$ cat src/rtl/awcm_pkg.sv
// Notes on behaviour
// - After every finished conversion the result is compared with both limits, no software needed.
// - The window flag can be read by software and is also offered as an interrupt request.
// - With inside detection the flag sets only when greater-than limit < result < less-than limit.
// - With outside detection the flag sets when result < lower bound or result > upper bound.
// - The greater-than limit is a 16-bit value in two readable and writable byte registers.
// - The less-than limit is a 16-bit value in two readable and writable byte registers.
// - Single-ended results compare unsigned, and the justification applies to result and limits.
// - A 5-bit channel field in bits 4:0 picks the converter's positive input.
// - Codes 0x00-0x07 pick port 0 pins, 0x0C-0x0F port 1 pins 4-7, 0x10-0x13 port 2 pins 0-3.
// - Code 0x1B picks temperature, 0x1C and 0x1E battery, 0x1D digital supply, 0x1F ground.
// - Channel register bits 7:5 read as zero and ignore writes.
// - Hardware only sets the window flag; software must clear it explicitly.
// - Shift-justify code 000 gives right justified data and 100 left justified data.
package awcm_pkg;

  localparam logic [7:0] ADDR_INPUT_SELECT = 8'hBB;
  localparam logic [7:0] ADDR_GT_LOW = 8'hC3;
  localparam logic [7:0] ADDR_GT_HIGH = 8'hC4;
  localparam logic [7:0] ADDR_LT_LOW = 8'hC5;
  localparam logic [7:0] ADDR_LT_HIGH = 8'hC6;

  localparam logic [4:0] RST_CHANNEL = 5'h1F;
  localparam logic [7:0] RST_GT_BYTE = 8'hFF;
  localparam logic [7:0] RST_LT_BYTE = 8'h00;

  localparam logic [2:0] SJ_RIGHT = 3'h0;
  localparam logic [2:0] SJ_LEFT = 3'h4;
  localparam int LEFT_SHIFT_10 = 6;

  localparam logic [4:0] CH_PORT0_LO = 5'h00;
  localparam logic [4:0] CH_PORT0_HI = 5'h07;
  localparam logic [4:0] CH_PORT1_LO = 5'h0C;
  localparam logic [4:0] CH_PORT1_HI = 5'h0F;
  localparam logic [4:0] CH_PORT2_LO = 5'h10;
  localparam logic [4:0] CH_PORT2_HI = 5'h13;
  localparam logic [4:0] CH_INTERNAL_LO = 5'h1B;
  localparam logic [4:0] CH_INTERNAL_HI = 5'h1F;
  localparam logic [2:0] CHANNEL_PAD = 3'h0;
  localparam logic [7:0] UNMAPPED_RDATA = 8'h00;
  localparam logic [7:0] RST_RDATA = 8'h00;

  typedef enum logic [2:0] {
    AWCM_SRC_PORT = 3'b001,
    AWCM_SRC_INTERNAL = 3'b010,
    AWCM_SRC_RESERVED = 3'b100
  } awcm_src_t;

endpackage

$ cat src/rtl/awcm_window_mux.sv
`timescale 1ns/100ps
module awcm_window_mux (
  input wire logic ref_clk_in,
  input wire logic reset_in,
  input wire logic [7:0] sfr_addr_in,
  input wire logic [7:0] sfr_wdata_in,
  input wire logic sfr_write_in,
  input wire logic sfr_read_in,
  input wire logic window_flag_clear_in,
  input wire logic conversion_done_in,
  input wire logic [15:0] result_word_in,
  input wire logic [2:0] shift_justify_field_in,
  output logic [7:0] sfr_rdata_out,
  output logic window_match_flag_out,
  output logic window_irq_out,
  output logic [4:0] positive_channel_field_out,
  output logic [2:0] channel_source_out
);

  ////////////////////////////////////////////////////////////////
  // Registered state and next values
  logic [4:0] channel_q;
  logic [4:0] channel_d;
  logic [2:0] src_q;
  logic [2:0] src_d;
  logic [15:0] gt_q;
  logic [15:0] gt_d;
  logic [15:0] lt_q;
  logic [15:0] lt_d;
  logic flag_q;
  logic flag_d;
  logic irq_q;
  logic irq_d;
  logic [7:0] rdata_q;
  logic [7:0] rdata_d;
  logic [15:0] formatted;
  logic match;
  logic flag_set;

  ////////////////////////////////////////////////////////////////
  // Helper functions
  function automatic logic code_in_range(
    input logic [4:0] code,
    input logic [4:0] first,
    input logic [4:0] last
  );
    code_in_range = (code >= first) && (code <= last);
  endfunction

  // Reserved codes get a class of their own so misuse stays visible
  function automatic awcm_pkg::awcm_src_t classify(input logic [4:0] code);
    logic port_hit;
    logic internal_hit;
    port_hit = code_in_range(code, awcm_pkg::CH_PORT0_LO, awcm_pkg::CH_PORT0_HI)
      || code_in_range(code, awcm_pkg::CH_PORT1_LO, awcm_pkg::CH_PORT1_HI)
      || code_in_range(code, awcm_pkg::CH_PORT2_LO, awcm_pkg::CH_PORT2_HI);
    internal_hit = code_in_range(code, awcm_pkg::CH_INTERNAL_LO,
      awcm_pkg::CH_INTERNAL_HI);
    if (port_hit) begin
      classify = awcm_pkg::AWCM_SRC_PORT;
    end else if (internal_hit) begin
      classify = awcm_pkg::AWCM_SRC_INTERNAL;
    end else begin
      // Only reachable when software ignores the reserved codes
      classify = awcm_pkg::AWCM_SRC_RESERVED;
    end
  endfunction

  // Raw right-justified word brought into result-register format
  function automatic logic [15:0] format_result(
    input logic [15:0] raw,
    input logic [2:0] sj
  );
    if (sj == awcm_pkg::SJ_LEFT) begin
      format_result = raw << awcm_pkg::LEFT_SHIFT_10;
    end else begin
      // Reserved shift codes fall back to plain right justification
      format_result = raw;
    end
  endfunction

  // Unsigned compare; limits are taken as already in the same format
  function automatic logic window_hit(
    input logic [15:0] value,
    input logic [15:0] gt_lim,
    input logic [15:0] lt_lim
  );
    if (gt_lim < lt_lim) begin
      window_hit = (value > gt_lim) && (value < lt_lim);
    end else begin
      window_hit = (value < lt_lim) || (value > gt_lim);
    end
  endfunction

  function automatic logic [15:0] merge_byte(
    input logic [15:0] old_word,
    input logic [7:0] new_byte,
    input logic high_half
  );
    merge_byte = old_word;
    if (high_half) begin
      merge_byte[15:8] = new_byte;
    end else begin
      merge_byte[7:0] = new_byte;
    end
  endfunction

  ////////////////////////////////////////////////////////////////
  // Channel selector
  always_comb begin
    channel_d = channel_q;
    if (sfr_write_in && (sfr_addr_in == awcm_pkg::ADDR_INPUT_SELECT)) begin
      // Upper three data bits dropped on purpose
      channel_d = sfr_wdata_in[4:0];
    end
    src_d = classify(channel_d);
  end

  always_ff @(posedge ref_clk_in or posedge reset_in) begin
    if (reset_in) begin
      channel_q <= awcm_pkg::RST_CHANNEL;
      src_q <= awcm_pkg::AWCM_SRC_INTERNAL;
    end else begin
      channel_q <= channel_d;
      src_q <= src_d;
    end
  end

  ////////////////////////////////////////////////////////////////
  // Limit registers, bytes written independently
  always_comb begin
    gt_d = gt_q;
    lt_d = lt_q;
    if (sfr_write_in) begin
      case (sfr_addr_in)
        awcm_pkg::ADDR_GT_LOW: gt_d = merge_byte(gt_q, sfr_wdata_in, 1'b0);
        awcm_pkg::ADDR_GT_HIGH: gt_d = merge_byte(gt_q, sfr_wdata_in, 1'b1);
        awcm_pkg::ADDR_LT_LOW: lt_d = merge_byte(lt_q, sfr_wdata_in, 1'b0);
        awcm_pkg::ADDR_LT_HIGH: lt_d = merge_byte(lt_q, sfr_wdata_in, 1'b1);
        default: begin
        end
      endcase
    end
  end

  always_ff @(posedge ref_clk_in or posedge reset_in) begin
    if (reset_in) begin
      gt_q <= {awcm_pkg::RST_GT_BYTE, awcm_pkg::RST_GT_BYTE};
      lt_q <= {awcm_pkg::RST_LT_BYTE, awcm_pkg::RST_LT_BYTE};
    end else begin
      gt_q <= gt_d;
      lt_q <= lt_d;
    end
  end

  ////////////////////////////////////////////////////////////////
  // Window compare
  // Result input may change freely; only the done cycle is trusted
  always_comb begin
    formatted = format_result(result_word_in, shift_justify_field_in);
    match = window_hit(formatted, gt_q, lt_q);
    flag_set = conversion_done_in && match;
  end

  ////////////////////////////////////////////////////////////////
  // Window flag and interrupt request
  always_comb begin
    flag_d = flag_q;
    if (window_flag_clear_in) begin
      flag_d = 1'b0;
    end
    // Set beats clear so a match in the clear cycle is not lost
    if (flag_set) begin
      flag_d = 1'b1;
    end
    irq_d = flag_d;
  end

  always_ff @(posedge ref_clk_in or posedge reset_in) begin
    if (reset_in) begin
      flag_q <= 1'b0;
      irq_q <= 1'b0;
    end else begin
      flag_q <= flag_d;
      irq_q <= irq_d;
    end
  end

  ////////////////////////////////////////////////////////////////
  // Read data
  always_comb begin
    rdata_d = rdata_q;
    if (sfr_read_in) begin
      case (sfr_addr_in)
        awcm_pkg::ADDR_INPUT_SELECT: rdata_d = {awcm_pkg::CHANNEL_PAD, channel_q};
        awcm_pkg::ADDR_GT_LOW: rdata_d = gt_q[7:0];
        awcm_pkg::ADDR_GT_HIGH: rdata_d = gt_q[15:8];
        awcm_pkg::ADDR_LT_LOW: rdata_d = lt_q[7:0];
        awcm_pkg::ADDR_LT_HIGH: rdata_d = lt_q[15:8];
        default: rdata_d = awcm_pkg::UNMAPPED_RDATA;
      endcase
    end
  end

  // Read data holds until the next read
  always_ff @(posedge ref_clk_in or posedge reset_in) begin
    if (reset_in) begin
      rdata_q <= awcm_pkg::RST_RDATA;
    end else begin
      rdata_q <= rdata_d;
    end
  end

  ////////////////////////////////////////////////////////////////
  // Outputs straight from flip-flops
  assign sfr_rdata_out = rdata_q;
  assign window_match_flag_out = flag_q;
  assign window_irq_out = irq_q;
  assign positive_channel_field_out = channel_q;
  assign channel_source_out = src_q;

endmodule

$ cat config.mk
export PLATFORM = sky130hd
export DESIGN_NAME = awcm_window_mux
export DESIGN_NICKNAME = d
export VERILOG_FILES = /design/src/rtl/awcm_pkg.sv /design/src/rtl/awcm_window_mux.sv
export SDC_FILE = /design/constraint.sdc
export NUM_CORES = 1
export LEC_CHECK = 0
export CORE_MARGIN = 2
export CORE_UTILIZATION = 50
export CTS_CLUSTER_SIZE = 24
export DETAILED_ROUTE_END_ITERATION = 16
export DONT_BUFFER_PORTS = 1
export SLEW_MARGIN = 20
export SYNTH_ARGS = -nofsm -noshare
export SYNTH_HDL_FRONTEND = slang
export SYNTH_SLANG_ARGS = --single-unit
export TNS_END_PERCENT = 30
$ cat constraint.sdc
create_clock -name ref_clk_in -period 2.46 [get_ports ref_clk_in]
set_clock_uncertainty 0.05 [all_clocks]
set_input_delay 0.123 -clock ref_clk_in [delete_from_list [all_inputs] [get_ports ref_clk_in]]
set_output_delay 0.123 -clock ref_clk_in [all_outputs]
set_load 0.005 [all_outputs]
### Yosys cells after proc, flatten, opt, wreduce, memory -nomap -nowiden

Cells that the tools add are included.

* output and inout bits: 18
* word-level logic and storage cells: 54
* flip-flop bits (word level): 49

* equal/unequal tests: 6
* bitwise logic cells: 4
* reduce and logical (&&, ||, !) cells: 15
* mux-type cells: 10
* magnitude comparators: 11

Operators by type and width (number)
* $pmux 16 s2: 2
* $eq 8x8->1 const B: 5
* $pmux 8 s5: 1
* $lt 16x16->1: 2
* $gt 16x16->1: 1
* $mux 16: 1
* $reduce_and 3->1: 4
* $ge 5x5->1 const B: 2
* $le 5x5->1 const B: 2
* $logic_and 1x1->1: 7
* $mux 3: 2
* $ge 5x1->1 const B: 1
* $ge 5x4->1 const B: 1
* $le 5x3->1 const B: 1
* $le 5x4->1 const B: 1
* $mux 5: 1
* $not 1->1: 4
* $eq 3x3->1 const B: 1
* $logic_or 1x1->1: 3
* $mux 1: 3
* $reduce_bool 2->1: 1

### Longest topological paths before layout

Gate-level depths: netlist of run 1.

* depth in word-level cells: 8
* gate-level depth with buffers: 10
* mapped depth without buffers: 9

### Worst setup path after synthesis of run 1

OpenSTA, ideal clock, no wires.

* kind: input port to flip-flop
* start: input shift_justify_field_in[1]
* end: register irq_q (netlist: window_irq_out)
* data arrival time: 2.385 ns
* buffers on the path: 1
* setup time: 0.139 ns
* stages: 10
* path slack: -0.114 ns
* cell sequence: nor3b_4 > clkbuf_1 > mux2_2 > ha_1 > nand2_1 > nor3_1 > nand3_1 > or3_1 > a21oi_1 > o221ai_1

* word-level cells in the longest chain between the ends: 7
* elaborated cells between the ends (all ways): 10
* classes of those cells: order compare: 2; eq/ne: 1; mux: 3; reduce/logical: 4

RTL lines
* start: declaration: RTL line awcm_window_mux.sv:12 `input wire logic [2:0] shift_justify_field_in,`
* $eq 3x3->1 *: RTL line awcm_window_mux.sv:74 `if (sj == awcm_pkg::SJ_LEFT) begin`
* $mux 16 *: RTL line awcm_window_mux.sv:74
* $lt 16x16->1 or $gt 16x16->1 (tied branches): RTL line awcm_window_mux.sv:89, awcm_window_mux.sv:91
* $logic_or 1x1->1 or $logic_and 1x1->1 (tied branches): RTL line awcm_window_mux.sv:91, awcm_window_mux.sv:89
* $mux 1 *: RTL line awcm_window_mux.sv:88 `if (gt_lim < lt_lim) begin`
* $logic_and 1x1->1 *: RTL line awcm_window_mux.sv:162 `flag_set = conversion_done_in && match;`
* $mux 1 or $reduce_bool 2->1 (tied branches)
* end signal: assignment: RTL line awcm_window_mux.sv:185 `irq_q <= irq_d;`
* end: declaration: RTL line awcm_window_mux.sv:32 `logic irq_q;`

Every way passes the cells marked *; elsewhere a longest branch is shown, timed or not.
A chain may end at the register's enable or synchronous reset.

### Final worst setup path of run 1

* start: register gt_q[15]
* end: register irq_q (netlist: window_irq_out)

* word-level cells in the longest chain between the ends: 5
* elaborated cells between the ends (all ways): 8
* classes of those cells: order compare: 2; mux: 2; reduce/logical: 4

RTL lines
* start: declaration: RTL line awcm_window_mux.sv:26 `logic [15:0] gt_q;`
* start signal: assignment: RTL line awcm_window_mux.sv:148 `gt_q <= {awcm_pkg::RST_GT_BYTE, awcm_pkg::RST_GT_BYTE};`
* start signal: assignment: RTL line awcm_window_mux.sv:151 `gt_q <= gt_d;`
* $gt 16x16->1: RTL line awcm_window_mux.sv:89, awcm_window_mux.sv:91
* $logic_or 1x1->1 or $logic_and 1x1->1 (tied branches): RTL line awcm_window_mux.sv:91, awcm_window_mux.sv:89
* $mux 1 *: RTL line awcm_window_mux.sv:88
* $logic_and 1x1->1 *: RTL line awcm_window_mux.sv:162
* $mux 1 or $reduce_bool 2->1 (tied branches)

Marks and branches as above.

==> impl_metrics.toml, run 1 <==
[clocking]
insertion_delay_ns = 0.31
cts_sinks = 49
root_buffer = "clkbuf_8"
cts_buffer_depth = 2
clk_pin_slew_worst_paths_ns = 0.10
post_cts_buffers = 0
htreeDepth = 2
numCtsBuffers = 5
cts_tree = "done"

[grt]
grt_use_total_pct = 23.88
antenna_found_initial = 0
grt_pass1_vias = 2724
grt_pass1_wl_mm = 13.98
grt_overflow_total = 0
grt_max_degree = 34

[placed_design]
portBuffers = 0
gp_congestion = 0.8541
pre_cts_slack_ns = -0.08655
hpwl_mm = 6.796
dp_cells = 429

[routing]
highest_layer = "met4"
wl_met1_mm = 3.839
viasPerCell = 5.815
met2_length_mm = 4.223
vias = 2611
drtPass1Iterations = 5
drc = 0
wl_per_cell_um = 19.06
wl_met3_um = 407
drt_wl_total_mm = 8.557
ant_nets = 0
drt_iter0_drc = 106

[synthesis]
netlist_area_mm2 = 0.003492
synth_nets = 417
ys_seq_area_share_pct = 35.90
ys_ff_latch = 49
async_flop_share_pct = 100.0
syn_inst = 332
synth_cell_type_count = 51
synth_edf_count = 0
synthFlopType = "dfrtp_1"
yosysWarnings = 0
synth_area_per_cell_um2 = 10.52

[sta]
timing.hold.ws_ns = 0.02085
worstMarginPinSlew_ns = 0.5298
fin_crit_sh_pct = 92.53
rsz0062_at_grt = "no"
setup_ws_ns = 0.1836
relSlewSlack_pct = 64.56
fin_crit_ns = 2.276
finalHoldViolations = 0
maxSlewViolCount = 0
max_freq_ghz = 0.4393
finalSetupViolCount = 0

[worst_setup_path]
crit_path_cell_trace = "inv_1 > ha_1 > nand4_1 > nor3_1 > nand3_1 > or3_1 > a21oi_1 > o221ai_1"
worst-setup-path-type = "register to register"
path_depth = 8
cp-start-kind = "register"
reg2reg_from = "gt_q[15]"
cp-end-kind = "register"
startpoint = "gt_q[15]"
cp_top_family = "simple AND/OR/NAND/NOR gates"
cp.arrival_ns = 2.41
r2r-end = "window_irq_out"
crit_path_max_incr_delay_ns = 0.58
r2r.worst_path.cells = 8
path_max_fanout = 4
reg2reg_slack_ns = 0.18
path_buf_inv = 1
cp_slowest_cell = "dfstp_2"
required_ns = 2.60

[min_path]
min_to = "positive_channel_field_out[4]"
holdPathStages = 2
worst_hold_path_type = "input port to register"
hold_start = "sfr_wdata_in[4]"

[floorplan]
die-area_mm2 = 0.007669
start_util_pct = 51.40
die_height_um = 87.57
die_w_um = 87.57
row_count = 30
io_pins = 59
core_mm2 = 0.006794

[layout]
antenna_cells = 0
layout.nets = 437
syn2layout_area_growth_pct = 11.14
stdcell_count = 449
drive_gt1_share_pct = 26.91

[pwr]
p_leak_nw = 1.663
total_power_mw = 1.879
peakVddDrop_uv = 278.3
power.density_mw_per_mm2 = 484.1

[outcome]
outcome = "finished clean"

[flow_run]
maxCapViolCount = 0
-- flip-flops by register name, summed over array words and instances (netlist names) --
signal and count:
channel_source_out 3, gt_q 16, lt_q 16, sfr_rdata_out 8, positive_channel_field_out 5, window_irq_out 1
-- cell usage in the layout, fill, tap and decap left out, drive strengths merged, types with 2 or more instances in the layout --
| cell | n |
|---|---|
| nand3 | 9 |
| o211ai | 3 |
| a22o | 5 |
| a21o | 3 |
| a21oi | 16 |
| xnor2 | 2 |
| a221oi | 2 |
| dfrtp | 27 |
| a31oi | 6 |
| a2111oi | 2 |
| dfstp | 22 |
| buf | 8 |
| inv | 40 |
| and4b | 2 |
| a222oi | 8 |
| nand2b | 4 |
| mux2i | 2 |
| ha | 44 |
| nand2 | 25 |
| nor2 | 12 |
| dlygate4sd3 | 12 |
| clkbuf | 5 |
| o22ai | 3 |
| o21ai | 8 |
| and4 | 2 |
| nor3 | 5 |
| mux2 | 46 |
| a21boi | 4 |
| o21a | 2 |
| o221ai | 2 |
| nor2b | 5 |
| nand4 | 5 |
-- layer usage --
metal	GRT usage, %	up-vias
met3	4.901	9
met5	0	-
met4	5.315	0
met2	40.77	57
met1	31.32	1278
li1	-	1267
-- power by group --
part | internal (mW) | total, mW | switching [mW] | leakage [nW]
Sequential | 0.862 | 0.909 | 0.0473 | 0.587
Combinational | 0.170 | 0.360 | 0.190 | 1.02
Clock | 0.311 | 0.610 | 0.300 | 0.0591
-- Yosys cell counts (2+ instances only) --
master | number | area (um^2)
nand4_1 | 5 | 31.28
a21oi_1 | 16 | 80.08
o21ai_0 | 8 | 40.04
a2111oi_0 | 2 | 17.52
inv_1 | 38 | 142.6
a21o_1 | 3 | 22.52
nor2_1 | 11 | 41.29
xnor2_1 | 2 | 17.52
clkbuf_1 | 2 | 7.510
and4_1 | 2 | 17.52
mux2i_1 | 2 | 20.02
a22o_2 | 2 | 20.02
nand2_1 | 21 | 78.83
dfstp_2 | 22 | 578.1
buf_4 | 3 | 22.52
and4b_1 | 2 | 20.02
mux2_2 | 44 | 495.5
ha_1 | 44 | 550.5
nand2_4 | 3 | 33.78
buf_2 | 2 | 10.01
o221ai_1 | 2 | 17.52
a21boi_0 | 4 | 30.03
o22ai_1 | 3 | 18.77
o21a_1 | 2 | 15.01
a22o_1 | 3 | 26.28
a221oi_1 | 2 | 17.52
nand2b_1 | 4 | 25.02
nand3_1 | 8 | 40.04
o211ai_1 | 3 | 22.52
nor2b_1 | 5 | 31.28
dfrtp_1 | 27 | 675.7
nor3_1 | 4 | 20.02
a31oi_1 | 6 | 37.54
a222oi_1 | 8 | 80.08
-- per-stage QoR --
step           setup TNS (ns)  utilization, %  cell area, um^2
2_1_floorplan               0               -             3496
3_3_place_gp                0           53.65             3645
3_5_place_dp         -0.08655           53.65             3645
4_1_cts                     0           57.13             3881
5_1_grt                     0           57.13             3881
6_report                    0           57.13             3881
-- repair_timing --
action                                  in CTS  in global routing
hold endpoints to repair                    61                  0
hold buffers                                12                  0
endpoints found under the setup margin       0                  0
gates resized for setup                      0                  0
-- kinds of logic (layout without fill, tap and decap cells) --
logic type                 count (synthesis)  in the layout  share of synthesized area, %
muxes                                     48             48                         15.51
DFF                                       49             49                         35.90
buffers and inverters                     45             66                         5.231
adders and majority gates                 45             45                         16.05
AOI/OAI and AO/OA                         68             68                         13.76
xor gates and xnor gates                   2              2                        0.5017
and+or+nand+nor                           75             75                         13.04
-- final cells by class --
class,instances,area [um^2]
clock inverter,3,47.55
multi-input combinational,238,2056
clock buffer,5,68.82
inverter,38,142.6
sequential,49,1254
tap,96,120.1
fill,620,2913
timing repair buffer,20,192.7
-- how the worst max path moves through the flow --
| stage | slack [ns] | endpoint |
|---|---|---|
| 5_1_grt | 0.04 | window_irq_out |
| 4_1_cts | 0.20 | window_irq_out |
| 3_5_place_dp | -0.09 | window_irq_out |
| 3_3_place_gp | 0.02 | window_irq_out |
| 6_report | 0.18 | window_irq_out |
| 2_1_floorplan | 0.009 | window_irq_out |
Power figures use the tool's default switching activity.
==> run 2: changes to the inputs <==
- clock period: 2.46 -> 2.9 ns (I/O delays scaled with it)
==> run 2 against run 1 <==
Compared with the run above:
- largest cell class unchanged
- final area is 0.77% lower
- non-clock buffer count is 3 lower
- worst setup slack worse by 0.048 ns
- clock power is 28% lower
==> impl_metrics.toml, run 2 (same netlist as run 1, synthesis figures left out) <==
[outcome]
outcome = "finished clean"

[flow_run]
maxCapViolCount = 0

[pwr]
p_leak_nw = 1.641
power.density_mw_per_mm2 = 395.3
peakVddDrop_uv = 217.9

[placed_design]
hpwl_mm = 6.689
dp_cells = 423
gp_congestion = 0.9432
pre_cts_slack_ns = 0.2632
portBuffers = 0

[worst_setup_path]
path_max_fanout = 9
r2r.worst_path.cells = 9
cp.arrival_ns = 2.91
crit_path_cell_trace = "nor3b_4 > buf_12 > buf_4 > mux2_2 > ha_1 > and4_1 > nand3_1 > or3_1 > a21oi_2 > o221ai_1 > dlygate4sd3_1"
cp-end-kind = "register"
cp_top_family = "simple AND/OR/NAND/NOR gates"
required_ns = 3.05
cp_slowest_cell = "dlygate4sd3_1"
cp-start-kind = "input port"
path_buf_inv = 3
crit_path_max_incr_delay_ns = 0.57
worst-setup-path-type = "input port to register"
path_depth = 11

[clocking]
cts_buffer_depth = 2
cts_sinks = 49
clk_pin_slew_worst_paths_ns = 0.11
insertion_delay_ns = 0.32
cts_tree = "done"
numCtsBuffers = 5
root_buffer = "clkbuf_8"
htreeDepth = 2

[sta]
worstMarginPinSlew_ns = 0.8212
finalSetupViolCount = 0
finalHoldViolations = 0
max_freq_ghz = 0.3618
timing.hold.ws_ns = 0.007792
setup_ws_ns = 0.1360
setup_tns_ns = 0
rsz0062_at_grt = "no"
fin_crit_sh_pct = 95.31
relSlewSlack_pct = 45.19
fin_crit_ns = 2.764
maxSlewViolCount = 0

[layout]
antenna_cells = 0
final_cell_mix = "44 x mux2_2, 44 x ha_1, 37 x inv_1"
syn2layout_area_growth_pct = 10.28
layout.nets = 434
fin_util_pct = 56.69
stdcell_count = 446
drive_gt1_share_pct = 26.86
fill_cells = 605

[grt]
grt_use_total_pct = 23.78
antenna_found_initial = 0
grt_pass1_wl_mm = 13.79
grt_max_degree = 50
grt_overflow_total = 0
grt.busiest_layer = "met2"
grt_pass1_vias = 2608
met2_usage_pct = 40.84
met1_usage_pct = 31.55
gr-usage-met3_pct = 4.147

[floorplan]
row_count = 30
die_height_um = 87.57
die_w_um = 87.57
start_util_pct = 51.40
core_mm2 = 0.006794
die-area_mm2 = 0.007669
io_pins = 59

[routing]
drt_iter0_drc = 126
wl_per_cell_um = 19.02
drt_wl_total_mm = 8.484
viasPerCell = 5.789
drtPass1Iterations = 4
vias = 2582
drc = 0
ant_nets = 0

[min_path]
worst_hold_path_type = "input port to register"
holdPathStages = 3
-- run 2: cell count changes in the layout (fill, tap and decap cells not counted), sizes merged --
cell / delta
clkinv: +2
inv: -1
bufinv: -1
buf: -3
-- run 2: area by class of cell --
| cell class | count | area (um^2) | area share [%] |
|---|---|---|---|
| inverter | 38 | 143.9 | 3.736 |
| clock inverter | 3 | 28.78 | 0.7472 |
| sequential | 49 | 1254 | 32.55 |
| multi-input combinational | 238 | 2066 | 53.64 |
| tap | 96 | 120.1 | 3.119 |
| timing repair buffer | 17 | 170.2 | 4.418 |
| clock buffer | 5 | 68.82 | 1.787 |
-- run 2: timing repair --
| item | in CTS | in global routing |
|---|---|---|
| endpoints found under the setup margin | 0 | 1 |
| gates resized for setup | 0 | 3 |
| endpoints found under the hold margin | 72 | 0 |
| setup buffers | 0 | 3 |
| hold buffers | 12 | 0 |
-- run 2: power by group --
part	switching [mW]	leakage, nW	total (mW)	internal, mW
Clock	0.260	0.0506	0.441	0.181
Sequential	0.0378	0.587	0.769	0.731
Combinational	0.165	1.00	0.313	0.147
Total	0.464	1.64	1.52	1.06
-- run 2: final timing paths --
check	from	end	slack (ns)
setup / recovery	shift_justify_field_in[0]	window_irq_out	0.14
max in group asynchronous	reset_in	lt_q[7]	1.95
min in group asynchronous	reset_in	sfr_rdata_out[2]	0.36
setup reg to reg	gt_q[13]	window_irq_out	0.18
hold reg to reg	lt_q[8]	lt_q[8]	0.49
hold / removal	sfr_addr_in[1]	sfr_rdata_out[2]	0.008
-- run 2: per-stage QoR --
stage	total power, mW	area (um^2)
after floorplan	0.9913	3492
after global placement	1.050	3587
after detailed placement	1.056	3587
after CTS	1.522	3805
after global routing	1.615	3851
final	1.522	3851
-- run 2: worst reg2reg max path: cells and delay by family, from the launching register on --
kind | cells | cell delay (ns)
buf+inv | 2 | 0.63
compound gates | 2 | 0.25
flops | 1 | 0.58
fa+ha+maj | 1 | 0.31
simple gates | 4 | 0.80
-- run 2: layer usage --
metal | vias to the layer above | wire length [um]
li1 | 1264 | -
met1 | 1265 | 3810
met4 | 0 | 80
met3 | 6 | 251
met5 | - | 0
met2 | 47 | 4342
==> run 3: changes to the inputs <==
- PLACE_DENSITY: not set -> 0.67
==> run 3 against run 2 <==
Compared with the run above:
- fmax grew 15%
- final area decreased by 1.1%
- critical path depth shrank 3
- register-to-register slack better by 0.32 ns
- critical path type is now register to register
- utilization is 0.63 points lower
- combinational power is 4% lower
- sequential share of layout area grew 0.36 points
- sequential cell count did not move
- global-route usage fell by 1.0 points
- non-clock buffer count shrank 1
- count of clock-buffer cells in the layout grew 1
- worst setup slack better by 0.36 ns
- highest routed layer unchanged
==> impl_metrics.toml, run 3 (same netlist as run 1, synthesis figures left out) <==
[layout]
syn2layout_area_growth_pct = 9.065
fill_cells = 615
multiInputGateArea_mm2 = 0.002056
fin_util_pct = 56.06
drive_gt1_share_pct = 25.50
final_cell_area_mm2 = 0.003809
seq_area_mm2 = 0.001254
layout.nets = 433
stdcell_count = 445
antenna_cells = 0
final_cell_mix = "44 x mux2_2, 44 x ha_1, 37 x inv_1"

[floorplan]
io_pins = 59
die_height_um = 87.57
die_w_um = 87.57
core_mm2 = 0.006794
start_util_pct = 51.40
die-area_mm2 = 0.007669
row_count = 30

[worst_setup_path]
path_buf_inv = 1
cp_slowest_cell = "dfstp_2"
cp.arrival_ns = 2.54
r2r.worst_path.cells = 8
cp_top_family = "simple AND/OR/NAND/NOR gates"
path_max_fanout = 4
crit_path_max_incr_delay_ns = 0.57
required_ns = 3.04
worst-setup-path-type = "register to register"
crit_path_cell_trace = "inv_1 > ha_1 > nand4_1 > nor3_1 > nand3_1 > or3_1 > a21oi_1 > o221ai_1"
path_depth = 8
reg2reg_slack_ns = 0.50
cp-start-kind = "register"
cp-end-kind = "register"

[clocking]
clk_pin_slew_worst_paths_ns = 0.09
cts_sinks = 49
cts_tree = "done"
insertion_delay_ns = 0.32
root_buffer = "clkbuf_8"
cts_buffer_depth = 2
htreeDepth = 2
post_cts_buffers = 0
numCtsBuffers = 5

[sta]
finalHoldViolations = 0
worstMarginPinSlew_ns = 0.8250
setup_ws_ns = 0.4986
fin_crit_ns = 2.401
maxSlewViolCount = 0
rsz0062_at_grt = "no"
max_freq_ghz = 0.4164
fin_crit_sh_pct = 82.81
setup_tns_ns = 0
finalSetupViolCount = 0
relSlewSlack_pct = 45.00
timing.hold.ws_ns = 0.002471

[pwr]
total_power_mw = 1.474
peakVddDrop_uv = 294.6
power.density_mw_per_mm2 = 387.0
p_leak_nw = 1.624

[grt]
grt_pass1_wl_mm = 13.36
antenna_found_initial = 0
grt_overflow_total = 0
grt_use_total_pct = 22.76
grt_max_degree = 50
grt_pass1_vias = 2674

[routing]
drtPass1Iterations = 4
ant_nets = 0
wl_per_cell_um = 18.38
drc = 0
viasPerCell = 5.861
vias = 2608
drt_wl_total_mm = 8.179
drt_iter0_drc = 143

[placed_design]
portBuffers = 0
place_area_mm2 = 0.003595
dp_cells = 424
hpwl_mm = 6.505
gp_congestion = 0.8743
pre_cts_slack_ns = 0.2188

[outcome]
outcome = "finished clean"

[min_path]
worst_hold_path_type = "input port to register"
holdPathStages = 3

[flow_run]
maxCapViolCount = 0
## run 3: path summary, 6_finish.rpt
check / to / from
hold reg to reg: lt_q[7] / lt_q[7]
max in group asynchronous: channel_source_out[2] / reset_in
setup / recovery: window_irq_out / gt_q[14]
min in group asynchronous: lt_q[0] / reset_in
setup reg to reg: window_irq_out / gt_q[14]
hold / removal: sfr_rdata_out[2] / sfr_addr_in[0]
## run 3: worst reg2reg max path, cell delays in order (launching register included)
cell and delay (ns):
dfstp_2 0.57, inv_1 0.06, ha_1 0.32, nand4_1 0.10, nor3_1 0.31, nand3_1 0.15
or3_1 0.41, a21oi_1 0.17, o221ai_1 0.13
## run 3: metal layers
metal	GRT usage, %	routed length [um]	part of all wire (%)	up-vias
li1	-	-	-	1251
met4	6.993	106	1.3	0
met5	0	0	0	-
met1	32.54	3799	46	1298
met3	3.582	401	4.9	11
met2	35.61	3872	47	48
## run 3: report_power, final
part	total (mW)	switching, mW	internal [mW]	leakage [nW]
registers	0.772	0.0407	0.731	0.587
clock network	0.403	0.235	0.168	0.0450
logic	0.300	0.160	0.139	0.992
total	1.47	0.436	1.04	1.62
## run 3: cell type report
class,count,area share [%]
clock buffers,6,1.905
clock inverters,2,0.2628
inverters,38,3.778
multi-input cells,238,53.98
flip-flops and latches,49,32.92
well taps,96,3.154
repair buffers,16,4.008
## run 3: timing repair
| action | CTS | global route |
|---|---|---|
| hold buffers | 13 | 0 |
| hold endpoints to repair | 73 | 0 |
| gates resized for setup | 0 | 0 |
